**src/ccio_params.svh**
```systemverilog
`ifndef CCIO_PARAMS_SVH
`define CCIO_PARAMS_SVH

// ----------------------------------------
// register map, byte addresses
// ----------------------------------------
`define CCIO_ADR_W          8
`define CCIO_REG_CHOOSER    8'h00
`define CCIO_REG_LINECFG    8'h04
`define CCIO_REG_SWLEVEL    8'h08
`define CCIO_REG_GLITCH     8'h0C
`define CCIO_REG_STATUS     8'h10

// ----------------------------------------
// field positions
// ----------------------------------------
`define CCIO_CFG_DIR_BIT    0
`define CCIO_CFG_FLIP_BIT   1
`define CCIO_CFG_ORG_LSB    4
`define CCIO_CFG_ORG_MSB    6
`define CCIO_ST_LEVEL_LSB   0
`define CCIO_ST_OE_LSB      2
`define CCIO_ST_DIR_LSB     4

// ----------------------------------------
// reset values
// ----------------------------------------
`define CCIO_CHOOSER_RST    1'h0
`define CCIO_DIR_RST        2'h2
`define CCIO_SWLEVEL_RST    1'h0

// ----------------------------------------
// timing
// ----------------------------------------
`define CCIO_CLK_MHZ        50
`define CCIO_TICK_NS        100
`define CCIO_TICK_CYCLES    ((`CCIO_CLK_MHZ * `CCIO_TICK_NS) / 1000)
`define CCIO_GLITCH_W       24
`define CCIO_GLITCH_MAX_US  1000000
`define CCIO_GLITCH_MAX     24'h989680
`define CCIO_GLITCH_RST     24'h000005

`endif

```
**src/ccio_pkg.sv**
```systemverilog
package ccio_pkg;

  typedef enum logic [2:0]
  {
    CCIO_ORG_OFF      = 3'h0,
    CCIO_ORG_EXPOSURE = 3'h1,
    CCIO_ORG_READOUT  = 3'h2,
    CCIO_ORG_SWLEVEL  = 3'h3,
    CCIO_ORG_TIMER    = 3'h4,
    CCIO_ORG_STROBE   = 3'h5
  } ccio_origin_t;

  typedef enum logic
  {
    CCIO_FILT_STABLE  = 1'b0,
    CCIO_FILT_QUALIFY = 1'b1
  } ccio_filt_state_t;

  typedef struct packed
  {
    logic         dirOut;
    logic         flip;
    ccio_origin_t origin;
  } ccio_line_cfg_t;

endpackage

```
**src/ccio_filter_if.sv**
```systemverilog
`timescale 1ns/1ps
`include "ccio_params.svh"

interface ccio_filter_if;
  logic                     tick;
  logic [`CCIO_GLITCH_W-1:0] interval;
  logic                     rawPin;
  logic                     level;

  modport ctrl
  (
    output tick,
    output interval,
    output rawPin,
    input  level
  );

  modport filt
  (
    input  tick,
    input  interval,
    input  rawPin,
    output level
  );
endinterface

```
**src/ccio_glitch_filter.sv**
```systemverilog
`timescale 1ns/1ps
`include "ccio_params.svh"

module ccio_glitch_filter
  import ccio_pkg::*;
(
  input wire logic    ref_clk,
  input wire logic    rst,
  ccio_filter_if.filt fIf
);

  logic                      sync1Ff;
  logic                      sync2Ff;
  logic                      sync3Ff;
  logic                      levelFf;
  logic                      nxt_level;
  ccio_filt_state_t          stateFf;
  ccio_filt_state_t          nxt_state;
  logic [`CCIO_GLITCH_W-1:0] countFf;
  logic [`CCIO_GLITCH_W-1:0] nxt_count;
  logic                      agree;

  // ----------------------------------------
  // pin synchroniser
  // ----------------------------------------
  always_ff @(posedge ref_clk)
  begin
    if (rst)
    begin
      sync1Ff <= 1'b0;
      sync2Ff <= 1'b0;
      sync3Ff <= 1'b0;
    end
    else
    begin
      sync1Ff <= fIf.rawPin;
      sync2Ff <= sync1Ff;
      sync3Ff <= sync2Ff;
    end
  end

  assign agree = (sync2Ff == sync3Ff);

  // ----------------------------------------
  // qualification
  // ----------------------------------------
  always_comb
  begin
    nxt_state = stateFf;
    nxt_level = levelFf;
    nxt_count = countFf;
    case (stateFf)
      CCIO_FILT_STABLE:
      begin
        if (agree && (sync3Ff != levelFf))
        begin
          if (fIf.interval == '0)
            nxt_level = sync3Ff;
          else
          begin
            nxt_state = CCIO_FILT_QUALIFY;
            nxt_count = '0;
          end
        end
      end
      CCIO_FILT_QUALIFY:
      begin
        // short level drops back: rejected
        if (agree && (sync3Ff == levelFf))
          nxt_state = CCIO_FILT_STABLE; // RULE12
        else if (agree && fIf.tick)
        begin
          // first tick is partial, so one tick beyond the interval is waited
          if (countFf >= fIf.interval)
          begin
            nxt_level = sync3Ff; // RULE13
            nxt_state = CCIO_FILT_STABLE;
          end
          else
            nxt_count = countFf + 1'b1;
        end
      end
      default:
        nxt_state = CCIO_FILT_STABLE;
    endcase
  end

  always_ff @(posedge ref_clk)
  begin
    if (rst)
    begin
      stateFf <= CCIO_FILT_STABLE;
      levelFf <= 1'b0;
      countFf <= '0;
    end
    else
    begin
      stateFf <= nxt_state;
      levelFf <= nxt_level;
      countFf <= nxt_count;
    end
  end

  assign fIf.level = levelFf;

endmodule

```
**src/ccio_top.sv**
```systemverilog
// Behaviour
// RULE1: line chooser steers which line gets writes
// RULE2: line a works as filtered input
// RULE3: line b drives chosen output origin
// RULE4: polarity flip inverts line output
// RULE5: origin off releases the line drive
// RULE6: exposure origin follows exposure window
// RULE7: readout origin high during frame readout
// RULE8: software origin follows software level value
// RULE9: timer origin follows timer pulse
// RULE10: strobe origin follows row-span strobe
// RULE11: reject interval zero to 1e6 us, 0.5us; the code steps it in 0.1 us units
// RULE12: levels shorter than interval are ignored
// RULE13: valid edge takes effect after interval
// RULE14: inversion applied after origin selection
// RULE15: off origin rests low before inversion
//
// Decided for this implementation: the register offsets and register access over Wishbone.
`timescale 1ns/1ps
`include "ccio_params.svh"

module ccio_top
  import ccio_pkg::*;
#(
  parameter int unsigned TICK_CYCLES = `CCIO_TICK_CYCLES
)
(
  input  wire logic                  ref_clk,
  input  wire logic                  rst,
  input  wire logic                  wb_cyc_i,
  input  wire logic                  wb_stb_i,
  input  wire logic                  wb_we_i,
  input  wire logic [`CCIO_ADR_W-1:0] wb_adr_i,
  input  wire logic [3:0]            wb_sel_i,
  input  wire logic [31:0]           wb_dat_i,
  output logic      [31:0]           wb_dat_o,
  output logic                       wb_ack_o,
  input  wire logic                  pinAIn,
  output logic                       pinAOut,
  output logic                       pinAOe,
  input  wire logic                  pinBIn,
  output logic                       pinBOut,
  output logic                       pinBOe,
  input  wire logic                  exposureWindowPulse,
  input  wire logic                  readoutWindowPulse,
  input  wire logic                  timerPulseOut,
  input  wire logic                  strobePulse,
  output logic                       softwareLevelOut,
  output logic      [1:0]            lineLevel
);

  localparam int unsigned NUM_LINES = 2;
  localparam int unsigned TICK_W    = (TICK_CYCLES > 1) ? $clog2(TICK_CYCLES) : 1;
  localparam logic [TICK_W-1:0] TICK_LAST = TICK_W'(TICK_CYCLES - 1);

  // ----------------------------------------
  // register index decode
  // ----------------------------------------
  localparam logic [2:0] IDX_CHOOSER = 3'h0;
  localparam logic [2:0] IDX_LINECFG = 3'h1;
  localparam logic [2:0] IDX_SWLEVEL = 3'h2;
  localparam logic [2:0] IDX_GLITCH  = 3'h3;
  localparam logic [2:0] IDX_STATUS  = 3'h4;
  localparam logic [2:0] IDX_NONE    = 3'h7;

  function automatic logic [2:0] regIndex(input logic [`CCIO_ADR_W-1:0] adr);
    logic [2:0] idx;
    idx = IDX_NONE;
    case (adr)
      `CCIO_REG_CHOOSER: idx = IDX_CHOOSER;
      `CCIO_REG_LINECFG: idx = IDX_LINECFG;
      `CCIO_REG_SWLEVEL: idx = IDX_SWLEVEL;
      `CCIO_REG_GLITCH:  idx = IDX_GLITCH;
      `CCIO_REG_STATUS:  idx = IDX_STATUS;
      default:           idx = IDX_NONE;
    endcase
    return idx;
  endfunction

  // ----------------------------------------
  // origin decode
  // ----------------------------------------
  function automatic logic originLevel
  (
    input ccio_origin_t org,
    input logic         expo,
    input logic         rdo,
    input logic         sw,
    input logic         tmr,
    input logic         stb
  );
    logic lvl;
    lvl = 1'b0;
    case (org)
      CCIO_ORG_OFF:      lvl = 1'b0; // RULE15
      CCIO_ORG_EXPOSURE: lvl = expo; // RULE6
      CCIO_ORG_READOUT:  lvl = rdo;  // RULE7
      CCIO_ORG_SWLEVEL:  lvl = sw;   // RULE8
      CCIO_ORG_TIMER:    lvl = tmr;  // RULE9
      CCIO_ORG_STROBE:   lvl = stb;  // RULE10
      default:           lvl = 1'b0;
    endcase
    return lvl;
  endfunction

  // unknown origin codes behave as off
  function automatic logic originDrives(input ccio_origin_t org);
    logic drv;
    drv = 1'b0;
    case (org)
      CCIO_ORG_EXPOSURE,
      CCIO_ORG_READOUT,
      CCIO_ORG_SWLEVEL,
      CCIO_ORG_TIMER,
      CCIO_ORG_STROBE:   drv = 1'b1;
      default:           drv = 1'b0;
    endcase
    return drv;
  endfunction

  // ----------------------------------------
  // declarations
  // ----------------------------------------
  logic                      chooserFf;
  ccio_line_cfg_t            cfgFf [NUM_LINES];
  logic                      swLevelFf;
  logic [`CCIO_GLITCH_W-1:0] glitchFf;
  logic [`CCIO_GLITCH_W-1:0] nxt_glitch;
  logic [TICK_W-1:0]         tickCntFf;
  logic                      tickFf;
  logic                      ackFf;
  logic [31:0]               datFf;
  logic [31:0]               nxt_dat;
  logic                      busReq;
  logic                      busWrite;
  logic [2:0]                busIdx;
  logic [NUM_LINES-1:0]      pinIn;
  logic [NUM_LINES-1:0]      outFf;
  logic [NUM_LINES-1:0]      oeFf;
  logic [NUM_LINES-1:0]      filtLevel;
  logic [NUM_LINES-1:0]      dirVec;

  // ----------------------------------------
  // wishbone slave
  // ----------------------------------------
  // one wait state: ack registered, so read data is a flop too
  assign busReq   = wb_cyc_i && wb_stb_i && !ackFf;
  assign busWrite = busReq && wb_we_i;
  assign busIdx   = regIndex(wb_adr_i);

  always_ff @(posedge ref_clk)
  begin
    if (rst)
      ackFf <= 1'b0;
    else
      ackFf <= busReq;
  end

  always_comb
  begin
    nxt_dat = 32'h00000000;
    case (busIdx)
      IDX_CHOOSER:
        nxt_dat[0] = chooserFf;
      IDX_LINECFG:
      begin
        nxt_dat[`CCIO_CFG_DIR_BIT]  = cfgFf[chooserFf].dirOut;
        nxt_dat[`CCIO_CFG_FLIP_BIT] = cfgFf[chooserFf].flip;
        nxt_dat[`CCIO_CFG_ORG_MSB:`CCIO_CFG_ORG_LSB] = cfgFf[chooserFf].origin;
      end
      IDX_SWLEVEL:
        nxt_dat[0] = swLevelFf;
      IDX_GLITCH:
        nxt_dat[`CCIO_GLITCH_W-1:0] = glitchFf;
      IDX_STATUS:
      begin
        nxt_dat[`CCIO_ST_LEVEL_LSB +: NUM_LINES] = lineLevel;
        nxt_dat[`CCIO_ST_OE_LSB +: NUM_LINES]    = oeFf;
        nxt_dat[`CCIO_ST_DIR_LSB +: NUM_LINES]   = dirVec;
      end
      default:
        nxt_dat = 32'h00000000;
    endcase
  end

  always_ff @(posedge ref_clk)
  begin
    if (rst)
      datFf <= 32'h00000000;
    else if (busReq && !wb_we_i)
      datFf <= nxt_dat;
  end

  assign wb_ack_o = ackFf;
  assign wb_dat_o = datFf;

  // ----------------------------------------
  // line chooser
  // ----------------------------------------
  always_ff @(posedge ref_clk)
  begin
    if (rst)
      chooserFf <= `CCIO_CHOOSER_RST;
    else if (busWrite && busIdx == IDX_CHOOSER && wb_sel_i[0])
      chooserFf <= wb_dat_i[0];
  end

  // ----------------------------------------
  // per-line configuration
  // ----------------------------------------
  // only the chosen line's slot is written; the other keeps its setup
  genvar c;
  generate
    for (c = 0; c < NUM_LINES; c++)
    begin : gCfg
      always_ff @(posedge ref_clk)
      begin
        if (rst)
        begin
          cfgFf[c].dirOut <= 1'(`CCIO_DIR_RST >> c);
          cfgFf[c].flip   <= 1'b0;
          cfgFf[c].origin <= CCIO_ORG_OFF;
        end
        else if (busWrite && busIdx == IDX_LINECFG && wb_sel_i[0]
                 && chooserFf == 1'(c)) // RULE1
        begin
          cfgFf[c].dirOut <= wb_dat_i[`CCIO_CFG_DIR_BIT];
          cfgFf[c].flip   <= wb_dat_i[`CCIO_CFG_FLIP_BIT];
          cfgFf[c].origin <= ccio_origin_t'(wb_dat_i[`CCIO_CFG_ORG_MSB:`CCIO_CFG_ORG_LSB]);
        end
      end
      assign dirVec[c] = cfgFf[c].dirOut;
    end
  endgenerate

  // ----------------------------------------
  // software level
  // ----------------------------------------
  always_ff @(posedge ref_clk)
  begin
    if (rst)
      swLevelFf <= `CCIO_SWLEVEL_RST;
    else if (busWrite && busIdx == IDX_SWLEVEL && wb_sel_i[0])
      swLevelFf <= wb_dat_i[0];
  end

  assign softwareLevelOut = swLevelFf;

  // ----------------------------------------
  // reject interval, 0.1 us units
  // ----------------------------------------
  // byte lanes merge first, then the clamp keeps the 1e6 us ceiling
  always_comb
  begin
    nxt_glitch = glitchFf;
    if (wb_sel_i[0])
      nxt_glitch[7:0] = wb_dat_i[7:0];
    if (wb_sel_i[1])
      nxt_glitch[15:8] = wb_dat_i[15:8];
    if (wb_sel_i[2])
      nxt_glitch[23:16] = wb_dat_i[23:16];
    if (nxt_glitch > `CCIO_GLITCH_MAX)
      nxt_glitch = `CCIO_GLITCH_MAX; // RULE11
  end

  always_ff @(posedge ref_clk)
  begin
    if (rst)
      glitchFf <= `CCIO_GLITCH_RST; // RULE11
    else if (busWrite && busIdx == IDX_GLITCH)
      glitchFf <= nxt_glitch;
  end

  // ----------------------------------------
  // 100 ns tick divider
  // ----------------------------------------
  always_ff @(posedge ref_clk)
  begin
    if (rst)
    begin
      tickCntFf <= '0;
      tickFf    <= 1'b0;
    end
    else if (tickCntFf == TICK_LAST)
    begin
      tickCntFf <= '0;
      tickFf    <= 1'b1;
    end
    else
    begin
      tickCntFf <= tickCntFf + 1'b1;
      tickFf    <= 1'b0;
    end
  end

  // ----------------------------------------
  // input filters
  // ----------------------------------------
  assign pinIn = {pinBIn, pinAIn};

  genvar f;
  generate
    for (f = 0; f < NUM_LINES; f++)
    begin : gFilt
      ccio_filter_if fIf ();

      assign fIf.tick     = tickFf;
      assign fIf.interval = glitchFf;
      assign fIf.rawPin   = pinIn[f];
      assign filtLevel[f] = fIf.level;

      ccio_glitch_filter uFilt
      (
        .ref_clk (ref_clk),
        .rst     (rst),
        .fIf     (fIf.filt)
      );
    end
  endgenerate

  // ----------------------------------------
  // output drivers
  // ----------------------------------------
  // flip sits after the origin mux, so software level inverts as well
  genvar o;
  generate
    for (o = 0; o < NUM_LINES; o++)
    begin : gOut
      always_ff @(posedge ref_clk)
      begin
        if (rst)
          outFf[o] <= 1'b0;
        else
          outFf[o] <= originLevel(cfgFf[o].origin, exposureWindowPulse,
                                  readoutWindowPulse, swLevelFf, timerPulseOut,
                                  strobePulse) ^ cfgFf[o].flip; // RULE4 RULE14
      end

      always_ff @(posedge ref_clk)
      begin
        if (rst)
          oeFf[o] <= 1'b0;
        else
          oeFf[o] <= cfgFf[o].dirOut && originDrives(cfgFf[o].origin); // RULE3 RULE5
      end

      // input lines report the filtered level, output lines their drive
      assign lineLevel[o] = cfgFf[o].dirOut ? outFf[o] : filtLevel[o]; // RULE2
    end
  endgenerate

  assign pinAOut = outFf[0];
  assign pinAOe  = oeFf[0];
  assign pinBOut = outFf[1];
  assign pinBOe  = oeFf[1];

endmodule

```
**config.mk**
```make
export PLATFORM = sky130hd
export DESIGN_NAME = ccio_top
export DESIGN_NICKNAME = d
export VERILOG_FILES = /design/src/ccio_pkg.sv /design/src/ccio_filter_if.sv /design/src/ccio_glitch_filter.sv /design/src/ccio_top.sv
export VERILOG_INCLUDE_DIRS = /design/src
export SDC_FILE = /design/constraint.sdc
export NUM_CORES = 1
export LEC_CHECK = 0
export BUFFER_PORTS_ARGS = -buffer_cell sky130_fd_sc_hd__buf_2
export CORE_UTILIZATION = 50
export CTS_BUF_LIST = sky130_fd_sc_hd__clkbuf_4 sky130_fd_sc_hd__clkbuf_8 sky130_fd_sc_hd__clkbuf_16
export DETAILED_ROUTE_END_ITERATION = 8
export GPL_ROUTABILITY_DRIVEN = 0
export GPL_TIMING_DRIVEN = 1
export HOLD_SLACK_MARGIN = 0.12
export PLACE_DENSITY = 0.7
export RECOVER_POWER = 25
export SLEW_MARGIN = 20
export SYNTH_ARGS = -nofsm -noshare
export SYNTH_HDL_FRONTEND = slang
export SYNTH_SLANG_ARGS = --single-unit
```
**constraint.sdc**
```tcl
create_clock -name ref_clk -period 5.9 [get_ports ref_clk]
set_clock_uncertainty 0.15 [all_clocks]
set_input_delay 1.18 -clock ref_clk [delete_from_list [all_inputs] [get_ports ref_clk]]
set_output_delay 1.18 -clock ref_clk [all_outputs]
set_load 0.01 [all_outputs]
```
* Word level (Yosys, flattened, before mapping)
Memories as Yosys holds them, arrays and structs flattened. A register that Yosys moved wholly into a read port is not among the register bits.
Cells that the tools add are included.
** Word-level totals
- Bits in registers :: 117
- Bits in latches :: 0
- Bits in writable memories :: 10
- Memory bits (read-only) :: 0
- Bits of input ports :: 55
- Output and inout bits :: 40
- Logic and storage cells :: 185
- Memories :: 1
** Cells by class
- $add $sub $neg :: 3
- Multipliers :: 0
- Divide/modulo/power cells :: 0
- $lt $le $gt $ge :: 3
- Equal/unequal tests :: 39
- Shift-type cells :: 0
- Multiplexer cells :: 72
- Bitwise logic cells :: 11
- Reduce and logical (&&, ||, !) cells :: 33
** Memory list
- cfgFf :: depth 2, bits a word 5, rd ports 3, clocked after memory_dff 1, wr ports 2, line ccio_top.sv:125 : ccio_line_cfg_t cfgFf [NUM_LINES];
** Operators with widths (count)
- 2-to-1 mux 24 bit :: 10
- case mux 24 bit (2 select lines) :: 2
- adder 24 x 1 -> 24 bit (second input constant) :: 2
- greater-or-equal comparator 24 bit :: 2
- 2-to-1 mux 1 bit :: 42
- > comparator 24 bit (second input constant) :: 1
- logical NOT 24 bit :: 1
- 2-to-1 mux 8 bit :: 3
- != test 2 bit (second input constant) :: 11
- logical AND 1 bit :: 21
- AND reduction 5 bit :: 4
- equality test 3 x 2 -> 1 bit (second input constant) :: 6
- equality test 3 bit (second input constant) :: 6
- 2-to-1 mux 17 bit :: 1
- equality test 8 x 4 -> 1 bit (second input constant) :: 2
- case mux 1 bit (5 select lines) :: 3
- case mux 3 bit (5 select lines) :: 1
- case mux 1 bit (2 select lines) :: 5
- OR reduction 5 bit :: 2
- equality test 3 x 1 -> 1 bit (second input constant) :: 3
- equality test 8 x 3 -> 1 bit (second input constant) :: 1
- equality test 8 x 5 -> 1 bit (second input constant) :: 1
- logical NOT 8 bit :: 1
- 2-to-1 mux 3 bit :: 2
- 13 further kinds :: 28

* Depth between registers and ports, before layout
- Word-level depth :: 10
- Mapped depth :: 10
- Gate-level depth less buffers :: 9

* Hierarchy
A second synthesis with hierarchy kept.
** Second synthesis, totals
- Cell total of the unflattened synthesis :: 963
- Area, all modules :: 7887.6 µm²
** Modules (own cells, without submodules)
- ccio_glitch_filter :: instances 2, cells each 261, area an instance 2105.8 µm², sequential area each 580.6 µm²
- ccio_top :: instances 1, cells each 441, area an instance 3676.0 µm², sequential area each 1491.4 µm²

* Worst setup path before layout
No wires, ideal clock.
- Kind :: in2reg
- Start :: in wb_adr_i[7]
- End :: mem cfgFf[0][0] (netlist name) (enable)
- Setup time :: 0.374 ns
- Data arrival time :: 2.874 ns
- Data required time :: 5.376 ns
- Slack :: 2.502 ns
- Cell stages on the path :: 5
- Path buffers :: 0
- Path through :: or4_4 > or2_2 > nor3_2 > nand2_1 > o21ai_0
** RTL lines
- start: declaration :: line ccio_top.sv:33 : input wire logic [`CCIO_ADR_W-1:0] wb_adr_i,
- end: declaration :: line ccio_top.sv:125

==> impl_results.md <==
* Run status: finished with violations
* Failing checks: max-capacitance violations, max-slew violations
* Post-CTS setup buffer count at 0
* Final Slew Violations at 37
* Power density over cell area at between 200 and 250 nW/um^2
* Largest net degree at the start of global routing at 55
* Overflow after GRT at 0
* Fmax at 241.6 MHz
* Tightest slew margin relative to the limit at -29.05%
* Port bufs at 77
* Min cycle time layout at approximately 4.1 ns
* Inserted Diodes at 0
* Period utilization at 70.15%
* Cell count after synthesis at around 900
* Leading area contributor after synthesis: dfxtp_1
* Clock-pin slew on the worst setup and hold paths at 0.06 ns
* Root Driver: clkbuf_16
* CTS max path bufs at 2
* Critical Path AT at roughly 4 ns
* Startpoint Class: input pin
* Peak supply drop at ~0.19 mV
* Setup TNS at 0 ns
* Number of detailed-route iterations in the first pass at 5
* Fin area at ~8500 sq um
* Rows at 44
* Initial drt markers at around 500
* Die height at between 100 and 150 um
* Final Hold Slack at about 0.29 ns
* Die Footprint at 15410 sq um
* CTS tree: done
* Worst Path Class, Setup: in2reg
* Worst hold path class: reg2reg
* Pre-CTS setup slack at ~1.9 ns
* Worst R2R Start: gFilt[0].fIf.interval[23]$_SDFFE_PP0P_
* Detailed Place HPWL at roughly 14 mm
* # resized after CTS at 0
* Most common cell after layout, fill and taps aside: dfxtp_1
* Top Ports at 95
* RR Endpoint: gFilt[1].uFilt.countFf[9]$_SDFFE_PP0P_
* Initial core utilization at between 50% and 60%
* Req. time, crit path at 5.74 ns
* Storage element area at between 2000 and 3000 sq um
* Core region area at approximately 15000 sq um
* R2r setup slk at 2.40 ns
* Pleak at about 3.1 nW
* H-tree levels at 4
* # clock sinks at ~130
* Placement Cell Area at just under 8000 sq um
* Worst min-delay path startpoint: gFilt[1].uFilt.sync1Ff$_SDFF_PP0_
* DP Cell Count at roughly 1100
* Area of the multi-input gates at between 4000 and 5000 sq um
* Hold Crit Depth at 1
* Final setup margin at between 1.5 and 2 ns
* Vias in the first global route at about 6200
* Area fraction of the dominant cell type after synthesis at 31.95%
* Syn-to-layout area delta at 13.59%
* Initial antenna violation count at 0
* Synth cell types at just under 80
* Synthesized area per cell at between 8 and 9 sq um
* Fillers at roughly 1400
* Post-Layout Cell Count at roughly 1100
* Vias per cell at ~6.0
* Hold-fix buffers, CTS at 0
* Final Hold Vio Count at 0
* Synthesis-stage register bit count at ~130
* Gr usage total at between 20% and 30%
* Slew @ Worst Pin at roughly 1.9 ns
* Area contributors post-synth: dfxtp_1 (32%), ha_1 (8.7%), nand2_1 (4.8%), a21oi_1 (4.0%), edfxtp_1 (3.6%)
* Synthesized area at around 7500 sq um
* Drt wl/cell at ~17 um
* Max Cap Viol at 1
* R2R cell count at 9
* Final Core Density at 58.28%
* Chip Width at 124.1 um
* Worst-path fanout max at 36
* Share of layout cells above drive strength 1 at between 10% and 20%
* Commonest cells after routing, fill and taps aside: dfxtp_1 (119), nand2_1 (96), nor2_1 (63), a21oi_1 (60), ha_1 (52)
* Finish-stage setup viols at 0
* First-pass GRT wire length at 31.15 mm
* Min-Delay Endpoint: gFilt[1].uFilt.sync2Ff$_SDFF_PP0_
* Number of synthesized flops with an enable pin at 9
* # DRC at 0
* Clock Latency Late Sink at ~0.42 ns
* Main flop type after synthesis: dfxtp_1
* CTS Buf Count at 17
* Tot Pwr at between 2 and 2.5 mW
* Ys Warns at 0
* Post-synthesis sequential area ratio at a little over a third
* Vias at a little under 7000
* CP endpoint kind: flip-flop
* ANT nets after route at 0
* Nets@finish at ~1100
* Async S/R FF share, synth at 0%
* Post-Route WL at 19.07 mm
* Unrepaired setup endpoints after global routing: no
how the worst max path moves through the flow:
stage                     start                                    end  slack [ns]  cells past startpoint
floorplan           wb_adr_i[7]              cfgFf[0][0]$_SDFFCE_PN0P_        2.50                      5
global placement    wb_adr_i[7]  gFilt[0].fIf.interval[2]$_SDFFE_PP1P_        1.94                      8
detailed placement  wb_adr_i[7]  gFilt[0].fIf.interval[2]$_SDFFE_PP1P_        1.91                      8
CTS                 wb_adr_i[7]  gFilt[0].fIf.interval[2]$_SDFFE_PP1P_        2.35                      8
global route                rst              cfgFf[0][2]$_SDFFCE_PN0P_        1.46                      4
finish                      rst              cfgFf[0][0]$_SDFFCE_PN0P_        1.76                      4
area by class of cell:
| class | instances | area share, % |
|---|---|---|
| clock inverters | 14 | 1.846 |
| flip-flops and latches | 128 | 31.31 |
| inverters | 40 | 1.773 |
| clock buffers | 18 | 5.111 |
| repair buffers | 81 | 4.402 |
| well taps | 184 | 2.718 |
| multi-input cells | 675 | 52.84 |
synth_stat cells (all sizes together), types with 3 or more instances:
cell	count
a31oi	5
inv	39
nor4b	5
a32o	8
and2	20
o31ai	10
a21oi	62
or3	13
ha	52
nand2	96
a221oi	5
buf	17
nor3	20
a311oi	4
o21a	7
o221ai	3
o221a	7
a211oi	4
o21ai	32
nand3	49
and3	16
xnor2	5
nand2b	8
nor2b	18
a2111oi	4
nand4	17
mux2i	12
a41oi	4
edfxtp	9
a22oi	8
clkbuf	26
a22o	4
o311ai	8
nand3b	8
dfxtp	119
o211ai	11
mux2	19
or2	7
or4	17
nor2	63
nor4	13
power breakdown:
group	internal (mW)	switching [mW]	leakage, nW	total, mW
Sequential	0.883	0.00782	1.05	0.891
Clock	0.633	0.424	0.279	1.06
Combinational	0.0334	0.0596	1.75	0.0930
worst max-delay path, stage by stage:
cell	delay, ns
clkbuf_1	0.55
clkinv_1	0.14
clkbuf_1	1.41
o21ai_0	0.68
routing by layer:
layer | vias up | GRT usage, % | part of all wire, %
li1 | 3380 | - | -
met2 | 177 | 43.51 | 47
met5 | - | 0 | 0
met4 | 0 | 7.664 | 1.1
met3 | 20 | 5.220 | 4.9
met1 | 3212 | 34.79 | 47
cells by family (layout without fill, tap and decap cells):
family	Yosys count	count (layout)	synth area share [%]
multiplexers	31	31	4.480
adder cells (fa/ha/maj)	52	52	8.725
buffers and inverters	83	153	4.765
flip-flops	128	128	35.57
AND/OR/NAND/NOR	377	377	26.68
AO/OA/AOI/OAI	201	201	19.03
other	1	8	0.05029
XOR/XNOR	6	6	0.7047
registers in the layout, summed over array words and instances, names as in the netlist, 2 cells and up, named ones only:
name and cells:
gFilt.uFilt.countFf 48, gFilt.fIf.interval 24, wb_dat_o 24, cfgFf 10, tickCntFf 3, gFilt.uFilt.fIf.level 2, gFilt.uFilt.stateFf 2, gFilt.uFilt.sync1Ff 2
gFilt.uFilt.sync2Ff 2, gFilt.uFilt.sync3Ff 2
No activity file was read; power rests on OpenSTA's default activity.
